$ cat config.mk
export PLATFORM = sky130hd
export DESIGN_NAME = acr_regs
export DESIGN_NICKNAME = d
export VERILOG_FILES = /design/src/design/acr_pkg.sv /design/src/design/acr_regs.sv
export VERILOG_INCLUDE_DIRS = /design/src /design/src/design
export SDC_FILE = /design/constraint.sdc
export NUM_CORES = 1
export LEC_CHECK = 0
export BUFFER_PORTS_ARGS = -buffer_cell sky130_fd_sc_hd__clkbuf_2
export CAP_MARGIN = 5
export CORE_ASPECT_RATIO = 1.5
export CORE_MARGIN = 4
export CORE_UTILIZATION = 40
export DETAILED_ROUTE_END_ITERATION = 6
export GPL_TIMING_DRIVEN = 0
export PLACE_DENSITY = 0.67
export SETUP_SLACK_MARGIN = 0.1
export SYNTH_ARGS = -nofsm -noshare
export SYNTH_HDL_FRONTEND = slang
export SYNTH_SLANG_ARGS = --single-unit
$ cat constraint.sdc
create_clock -name I_CLK -period 2.4 [get_ports I_CLK]
set_clock_uncertainty 0.1 [all_clocks]
set_input_delay 0.36 -clock I_CLK [delete_from_list [all_inputs] [get_ports I_CLK]]
set_output_delay 0.36 -clock I_CLK [all_outputs]
set_load 0.005 [all_outputs]
$ cat src/design/acr_cfg.svh
// Register map constants for the channel calibration bank.
// Assumes 32-bit Wishbone data with one 16-bit register per aligned word.
`ifndef ACR_CFG_SVH
`define ACR_CFG_SVH

// Register indices; the byte address is four times the index
`define ACR_IDX_CH2_OFS_HIGH 6'h14
`define ACR_IDX_CH2_OFS_LOW  6'h15
`define ACR_IDX_CH2_GAIN_HI  6'h16
`define ACR_IDX_CH2_GAIN_LO  6'h17
`define ACR_IDX_CH3_CONFIG   6'h18
`define ACR_IDX_CH3_OFS_HIGH 6'h19

// Writable bit masks; cleared bits are reserved
`define ACR_MASK_FULL        16'hFFFF
`define ACR_MASK_LOW         16'hFF00
`define ACR_MASK_CONFIG      16'hFFC7

// Reset values
`define ACR_RST_ZERO         16'h0000
`define ACR_RST_GAIN_HI      16'h8000
`define ACR_RST_GAIN_WORD    24'h800000

// Field positions in the configuration register
`define ACR_CFG_PHASE_MSB    15
`define ACR_CFG_PHASE_LSB    6
`define ACR_CFG_DC_OFF_BIT   2
`define ACR_CFG_SEL_MSB      1
`define ACR_CFG_SEL_LSB      0

// Field position of the lower byte of a correction word
`define ACR_LOW_BYTE_MSB     15
`define ACR_LOW_BYTE_LSB     8

`endif

$ cat src/design/acr_pkg.sv
// Types shared by the channel calibration bank.
// Assumes acr_cfg.svh supplies the numeric constants.
package acr_pkg;

   typedef enum logic [1:0] {
      ACR_IN_PINS,
      ACR_IN_SHORTED,
      ACR_IN_TEST_POS,
      ACR_IN_TEST_NEG
   } acr_input_sel_t;

   typedef logic [15:0] acr_word_t;

   localparam int ACR_NUM_REGS = 6;

endpackage

$ cat src/design/acr_regs.sv
// Calibration and configuration registers for channel 2 and part of channel 3.
// Assumes a classic Wishbone master on the same clock and a downstream filter.
// How it works
// - Offset high register holds offset bits 23:8
// - Offset low register bits 15:8 hold bits 7:0
// - Reserved bits ignore writes, read as zero
// - Gain correction is unsigned, never sign extended
// - Gain split: high 23:8, low 15:8 holds 7:0
// - Channel 2 gain resets to 8000h, low zero
// - Config bits 15:6 hold signed phase delay
// - Config bit 2 disables DC block per channel
// - Config bits 1:0 choose the channel input
// - Decode listed addresses, each resetting to 0000h except gain high (8000h)
//
// Local design decision: register access over Wishbone.
`timescale 1ns/100ps
`include "acr_cfg.svh"

module acr_regs
   import acr_pkg::*;
(
   input  wire logic        I_CLK,
   input  wire logic        I_RESET,
   input  wire logic        I_WB_CYC,
   input  wire logic        I_WB_STB,
   input  wire logic        I_WB_WE,
   input  wire logic [7:0]  I_WB_ADR,
   input  wire logic [3:0]  I_WB_SEL,
   input  wire logic [31:0] I_WB_DAT,
   output logic             O_WB_ACK,
   output logic [31:0]      O_WB_DAT,
   output logic [23:0]      O_CH2_OFFSET,
   output logic [23:0]      O_CH2_GAIN,
   output logic [15:0]      O_CH3_OFFSET_HIGH,
   output logic [9:0]       O_CH3_PHASE_DELAY,
   output logic             O_CH3_DC_BLOCK_OFF,
   output acr_input_sel_t   O_CH3_INPUT_SELECT
);

   localparam logic [5:0] IDX [ACR_NUM_REGS] = '{
      `ACR_IDX_CH2_OFS_HIGH, `ACR_IDX_CH2_OFS_LOW, `ACR_IDX_CH2_GAIN_HI,
      `ACR_IDX_CH2_GAIN_LO, `ACR_IDX_CH3_CONFIG, `ACR_IDX_CH3_OFS_HIGH};
   localparam acr_word_t MASK [ACR_NUM_REGS] = '{
      `ACR_MASK_FULL, `ACR_MASK_LOW, `ACR_MASK_FULL,
      `ACR_MASK_LOW, `ACR_MASK_CONFIG, `ACR_MASK_FULL};
   localparam acr_word_t RST [ACR_NUM_REGS] = '{
      `ACR_RST_ZERO, `ACR_RST_ZERO, `ACR_RST_GAIN_HI,
      `ACR_RST_ZERO, `ACR_RST_ZERO, `ACR_RST_ZERO};

   acr_word_t   regs      [ACR_NUM_REGS];
   acr_word_t   next_regs [ACR_NUM_REGS];
   logic        ack;
   logic        next_ack;
   logic [31:0] rdata;
   logic [31:0] next_rdata;
   logic [5:0]  idx;
   logic        req;
   logic        wr_go;
   logic        rd_go;
   acr_word_t   lane_mask;
   acr_word_t   hit_word;
   logic        hit;

   // Byte address bits 1:0 are ignored; one register per word
   assign idx       = I_WB_ADR[7:2];
   // Accept once per request; ack drops the cycle after it is given
   assign req       = I_WB_CYC & I_WB_STB & ~ack;
   assign wr_go     = req & I_WB_WE;
   assign rd_go     = req & ~I_WB_WE;
   assign lane_mask = {{8{I_WB_SEL[1]}}, {8{I_WB_SEL[0]}}};

   // Register storage, one write port per register
   generate
      for (genvar g = 0; g < ACR_NUM_REGS; g++) begin : g_reg
         always_comb begin
            next_regs[g] = regs[g];
            if (wr_go && idx == IDX[g]) begin
               // Reserved bits and unselected lanes keep their value
               next_regs[g] = (regs[g] & ~(MASK[g] & lane_mask))
                            | (I_WB_DAT[15:0] & MASK[g] & lane_mask);
            end
         end

         always_ff @(posedge I_CLK) begin
            if (I_RESET) begin
               regs[g] <= RST[g];
            end else begin
               regs[g] <= next_regs[g];
            end
         end
      end
   endgenerate

   // Read mux; unmapped addresses answer with zero
   always_comb begin
      hit_word = 16'h0000;
      hit      = 1'b0;
      for (int k = 0; k < ACR_NUM_REGS; k++) begin
         if (idx == IDX[k]) begin
            hit_word = regs[k] & MASK[k];
            hit      = 1'b1;
         end
      end
   end

   always_comb begin
      next_ack   = req;
      next_rdata = rdata;
      if (rd_go) begin
         // Upper half zero: unsigned fields are never sign extended
         next_rdata = hit ? {16'h0000, hit_word} : 32'h00000000;
      end
   end

   always_ff @(posedge I_CLK) begin
      if (I_RESET) begin
         ack   <= 1'b0;
         rdata <= 32'h00000000;
      end else begin
         ack   <= next_ack;
         rdata <= next_rdata;
      end
   end

   assign O_WB_ACK = ack;
   assign O_WB_DAT = rdata;

   // Correction words; halves apply the moment each is written
   assign O_CH2_OFFSET = {regs[0],
                          regs[1][`ACR_LOW_BYTE_MSB:`ACR_LOW_BYTE_LSB]};
   // Unsigned gain: code * 2 / 2^24, so 800000h is unity
   assign O_CH2_GAIN   = {regs[2],
                          regs[3][`ACR_LOW_BYTE_MSB:`ACR_LOW_BYTE_LSB]};
   assign O_CH3_OFFSET_HIGH  = regs[5];
   assign O_CH3_PHASE_DELAY  = regs[4][`ACR_CFG_PHASE_MSB:`ACR_CFG_PHASE_LSB];
   assign O_CH3_DC_BLOCK_OFF = regs[4][`ACR_CFG_DC_OFF_BIT];
   assign O_CH3_INPUT_SELECT =
      acr_input_sel_t'(regs[4][`ACR_CFG_SEL_MSB:`ACR_CFG_SEL_LSB]);

   logic full_wr;
   assign full_wr = wr_go & (I_WB_SEL[1:0] == 2'b11);

   // Two unanswered cycles would mean a lost ack; saturates rather than wraps
   logic [1:0] wait_cnt;
   logic [1:0] next_wait_cnt;

   always_comb begin
      next_wait_cnt = wait_cnt;
      if (!(I_WB_CYC && I_WB_STB) || ack) begin
         next_wait_cnt = 2'h0;
      end else if (wait_cnt != 2'h3) begin
         next_wait_cnt = wait_cnt + 2'h1;
      end
   end

   always_ff @(posedge I_CLK) begin
      if (I_RESET) begin
         wait_cnt <= 2'h0;
      end else begin
         wait_cnt <= next_wait_cnt;
      end
   end
endmodule

==> results of run 1 <==
==> stage by stage <==
stage | std cells | setup WS (ns) | hold WS [ns]
floorplan | 456 | 0.7245 | 0.3487
global placement | 721 | 0.3787 | 0.3389
detailed placement | 721 | 0.3762 | 0.3455
CTS | 737 | 0.4509 | 0.1612
global route | 737 | 0.3313 | 0.1765
finish | 737 | 0.4758 | 0.1738
==> placed cells by master (no fill, tap or decap), types with 2 or more instances in the layout <==
master / instances
a2bb2oi_1: 7
nand2_1: 27
nor3_4: 2
a32o_1: 4
mux4_2: 7
a22oi_1: 8
nand4_1: 3
clkbuf_1: 14
buf_4: 19
mux2_2: 10
clkbuf_8: 2
or3_1: 3
o21ai_0: 8
nand2b_1: 76
nand3_1: 11
buf_2: 11
nand4_4: 2
clkbuf_2: 121
inv_1: 3
nor2_1: 25
nor2b_1: 2
conb_1: 16
and2_1: 3
buf_6: 3
mux2i_1: 69
and3b_1: 2
a21oi_1: 8
o31ai_1: 8
clkbuf_16: 9
dfxtp_1: 94
==> synth_stat cells <==
library cell,n,area share (%)
and2_1,3,0.42
nor2b_1,2,0.28
and3_1,1,0.14
dfxtp_1,94,42
a22oi_1,8,1.4
nor3_4,2,0.73
a21o_1,1,0.17
nand4_1,3,0.42
buf_6,3,0.76
o31ai_1,8,1.4
a21oi_1,8,0.90
mux4_2,7,3.5
nand2_1,27,2.3
and2_0,1,0.14
inv_1,3,0.25
nand4_4,2,0.96
a22o_1,1,0.20
buf_2,11,1.2
o21ai_0,8,0.90
a32o_1,4,0.90
a2bb2oi_1,7,1.4
nand2b_1,76,11
or3_1,3,0.42
a31oi_1,1,0.14
nor2_1,25,2.1
and3b_1,2,0.39
and4b_1,1,0.23
mux2i_1,69,16
and4bb_1,1,0.28
clkbuf_1,12,1.0
a32oi_1,1,0.20
nand2_2,1,0.14
nand3_1,11,1.2
mux2_2,10,2.5
nand3_2,1,0.23
buf_4,19,3.2
o211a_1,1,0.23
conb_1,1,0.084
nand2_4,1,0.25
nor3b_4,1,0.42
==> area by class of cell <==
type,count,area share (%)
clock buffer,13,4.655
buffer,45,4.946
multi-input combinational,314,41.72
clock inverter,3,0.7610
sequential,94,33.66
inverter,3,0.2014
tap,144,3.223
timing repair buffer,121,10.83
==> worst paths after layout <==
path | to | slack, ns | depth (start not counted)
setup reg to reg | flop | 0.48 | 5
hold / removal | flop | 0.17 | 3
setup / recovery | flop | 0.48 | 5
hold reg to reg | O_WB_DAT[7]$_SDFFE_PP0P_ | 0.35 | 2
==> worst max-delay path: cells and delay by family, from the launching register on <==
kind,cells,cell delay (ns)
simple gates,3,0.97
flops,1,0.33
mux,1,0.26
buf+inv,1,0.18
==> power by group <==
part           internal, W  switching [W]
clock network     0.000864       0.000595
logic            0.0000903       0.000126
registers          0.00156     0.00000128
==> kinds of logic after synthesis <==
| kind of cell | Yosys count | synth area share, % |
|---|---|---|
| AOI/OAI and AO/OA | 48 | 7.712 |
| DFF | 94 | 42.33 |
| muxes | 86 | 21.62 |
| and+or+nand+nor | 164 | 21.78 |
| buffers and inverters | 48 | 6.473 |
| other | 1 | 0.08435 |
==> routing by layer <==
metal	vias up	track usage, %	wire (µm)
met3	22	5.116	975
met1	1803	22.71	4954
met4	0	8.434	342
met2	139	38.64	7199
li1	1798	-	-
met5	-	0	0
==> flow_summary.yaml, run 1 <==
route:
  vias_per_cell: 5.104
  firstDrtPassIters: 5
  drc: 0
  postRouteAntennaNets: 0
  vias: 3762
  wl_per_cell_um: 18.28
  drt-total-wl_um: 13470
  drtIter0Drc: 166
die:
  die_h_um: 137.1
  dieArea_um2: 12900
  initial_core_util_pct: 41.53
  core.rowCount: 46
  num_io_pins: 159
  die_w_um: 94.08
  core_um2: 10710
clock_network:
  cts_resized: 0
  insertion_delay_ns: 0.34
  root_buffer: "clkbuf_16"
  cts_tree: "yes"
  cts_made_buffers: 9
  h-tree-depth: 3
  clkSinkCount: 94
  clkTransAtPathRegs_ns: 0.07
  clock_path_buffers: 2
  holdBufCountCts: 0
  post-cts-setup-buffers: 0
timing:
  min_period_over_period_pct: 80.17
  tightest_slew_ns: 0.6286
  slew-limit-headroom_pct: 57.96
  maxSlewViolCount: 0
  finalHoldViolations: 0
  fmax_mhz: 519.7
  period_needed_ns: 1.924
  fin_setup_tns_ns: 0
  rsz0062_at_grt: "no"
  setup_viol_count_final: 0
worst_setup_path:
  cp_slowest_cell: "nor3_4"
  cp.required_ns: 2.57
  r2r_start: "O_WB_ACK$_SDFF_PP0_"
  worstPathMaxFanout: 8
  critPathArrivalTime_ns: 2.09
  critPathKind: "flop to flop"
  critPathLaunchType: "flop"
  worstSetupStartpoint: "O_WB_ACK$_SDFF_PP0_"
  worstSetupEndpointType: "flop"
  cp_cell_sequence: "and4b_1 > buf_2 > nand2_1 > nor3_4 > mux2i_1"
  critPathMaxStageDelay_ns: 0.56
cells_and_area:
  multiInputGateArea_um2: 2332
  seq_area_um2: 1882
  nFillCells: 1027
  final_layout_size_suffix_gt1_share_pct: 32.55
  finalInstanceArea_um2: 5590
  diodes: 0
  post-route-util_pct: 52.22
  area_delta_synth_final_pct: 25.75
  finalNetCount: 637
pwr:
  ir_worst_vdd_mv: 0.3658
  p_leak_nw: 2.730
  p_total_w: 0.003238
  cellPowerDensity_nw_per_um2: 579.1
placement:
  place_congestion: 0.8203
  hpwlAfterDp_um: 10590
  port-buffer-count: 121
  place_area_um2: 5288
run:
  cap_violations: 0
global_routing:
  grt_first_pass_wirelength_um: 20300
  grt_max_degree: 15
  grt_overflow: 0
  grt_pass1_vias: 3797
  grt_usage_pct: 21.01
  grt_antenna_before_repair: 0
synthesis:
  netlist_instances: 441
  ys_ff_latch: 94
  yosys_warnings: 0
  synth_seq_area_share_pct: 42.33
  yosys.cell_types.count: 40
  avgSynthCellArea_um2: 10.08
  synth_area_um2: 4446
worst_hold_path:
  hp-class: "primary input to flop"
  worstHoldStart: "I_WB_DAT[7]"
outcome:
  status: "finished, final reports clean"
No activity file was read; power rests on OpenSTA's default activity.
==> run 2: changes to the inputs <==
- PLACE_DENSITY: 0.67 -> 0.69
- clock period: 2.4 -> 1.6 ns (I/O delays scaled with it)
==> run 2 against run 1 <==
Effect of this change: sequential cell count unchanged; via count up 1.0%; clock-buffer cell count down 2; final area up 4.7%; combinational power up 64%; critical path depth up 1; the flow now finishes with violations (negative setup slack); maximum frequency up 14%; routed wire length up 1.7%; power up 47%; die area unchanged; clock power up 41%; sequential share of layout area down 1.5 points.
==> flow_summary.yaml, run 2 (synthesized netlist as in run 1, its figures left out) <==
outcome:
  status: "finished with violations"
  violations: "negative setup slack"
die:
  num_io_pins: 159
  dieArea_um2: 12900
  die_h_um: 137.1
  core.rowCount: 46
  initial_core_util_pct: 41.53
  die_w_um: 94.08
  core_um2: 10710
timing:
  period_needed_ns: 1.694
  maxSlewViolCount: 0
  fmax_mhz: 590.4
  slew-limit-headroom_pct: 64.58
  rsz0062_at_grt: "yes"
  fin_ws_ns: -0.09378
  tightest_slew_ns: 0.5313
  setup_viol_count_final: 36
  finalHoldViolations: 0
  min_period_over_period_pct: 105.9
route:
  firstDrtPassIters: 4
  postRouteAntennaNets: 0
  wl_per_cell_um: 18.32
  vias: 3801
  drtIter0Drc: 142
  drt-total-wl_um: 13710
  drc: 0
  vias_per_cell: 5.082
global_routing:
  grt_pass1_vias: 3926
  grt_first_pass_wirelength_um: 20620
  grt_usage_pct: 21.41
  grt_overflow: 0
  grt_max_degree: 16
  grt_antenna_before_repair: 0
worst_setup_path:
  critPathLaunchType: "flop"
  critPathKind: "flop to flop"
  worstSetupEndpointType: "flop"
  cp.required_ns: 1.72
  critPathArrivalTime_ns: 1.81
  worstPathMaxFanout: 8
pwr:
  ir_worst_vdd_mv: 0.5507
  p_leak_nw: 2.835
  p_total_w: 0.004759
  cellPowerDensity_nw_per_um2: 813.4
clock_network:
  insertion_delay_ns: 0.35
  cts_tree: "yes"
  h-tree-depth: 3
  holdBufCountCts: 0
  clkSinkCount: 94
  clock_path_buffers: 2
  cts_made_buffers: 9
  clkTransAtPathRegs_ns: 0.07
  root_buffer: "clkbuf_16"
placement:
  port-buffer-count: 121
  hpwlAfterDp_um: 10550
  place_congestion: 0.8104
  place_ws_ns: -0.3258
run:
  cap_violations: 0
worst_hold_path:
  hp-class: "primary input to flop"
cells_and_area:
  post-route-util_pct: 54.65
  area_delta_synth_final_pct: 31.61
  finalNetCount: 648
  diodes: 0
  mostFrequentLayoutCell: "clkbuf_2"
  final_cell_mix: "123 x clkbuf_2, 93 x dfxtp_1, 76 x nand2b_1"
  final_layout_size_suffix_gt1_share_pct: 37.75
## run 2: worst paths after layout
| path | from | cells after the start | slack (ns) | end |
|---|---|---|---|---|
| setup / recovery | O_WB_ACK$_SDFF_PP0_ | 6 | -0.09 | flop |
| hold / removal | I_WB_DAT[7] | 3 | 0.04 | flop |
| setup reg to reg | O_WB_ACK$_SDFF_PP0_ | 6 | -0.09 | flop |
| hold reg to reg | O_WB_DAT[15]$_SDFFE_PP0P_ | 2 | 0.36 | O_WB_DAT[15]$_SDFFE_PP0P_ |
## run 2: final cells by class
class | instances | area (µm²)
Buffer | 45 | 330.3
Multi-Input combinational cell | 314 | 2432
Fill cell | 1007 | 4855
Tap cell | 144 | 180.2
Timing Repair Buffer | 132 | 726.9
Inverter | 3 | 11.26
Clock inverter | 5 | 33.78
Sequential cell | 94 | 1883
Clock buffer | 11 | 252.7
## run 2: worst max-delay path, cell delays in order, from the launching register on
cell and delay (ns):
dfxtp_2 0.33, and4b_1 0.29, buf_6 0.14, and2_4 0.14, buf_6 0.11, nand4_4 0.24
mux2i_1 0.21
## run 2: repair_timing
action                                  CTS  global route
endpoints found under the setup margin   84            90
gates resized for setup                  16            20
pin swaps                                 5             6
buffers inserted                          9             2
## run 2: power by group
part           leakage (nW)  switching (W)  internal, W  total (W)
combinational          1.94       0.000202     0.000153   0.000355
clock                 0.138       0.000925      0.00114    0.00206
sequential            0.757     0.00000184      0.00234    0.00234
## run 2: layer usage
metal	track usage, %	part of all wire [%]
met1	22.80	36
met2	38.92	54
met3	4.730	6.6
met4	11.08	3.4
met5	0	0
## run 2: metrics by stage
stage | setup TNS, ns | area [µm²] | hold slack (ns) | std cells
3_3_place_gp | -13.98 | 5338 | 0.3424 | 721
6_report | -1.683 | 5851 | 0.04486 | 748
4_1_cts | -1.395 | 5763 | 0.03784 | 746
5_1_grt | -5.322 | 5851 | 0.06485 | 748
3_5_place_dp | -16.01 | 5338 | 0.3443 | 721
2_1_floorplan | 0 | 4552 | 0.2839 | 456
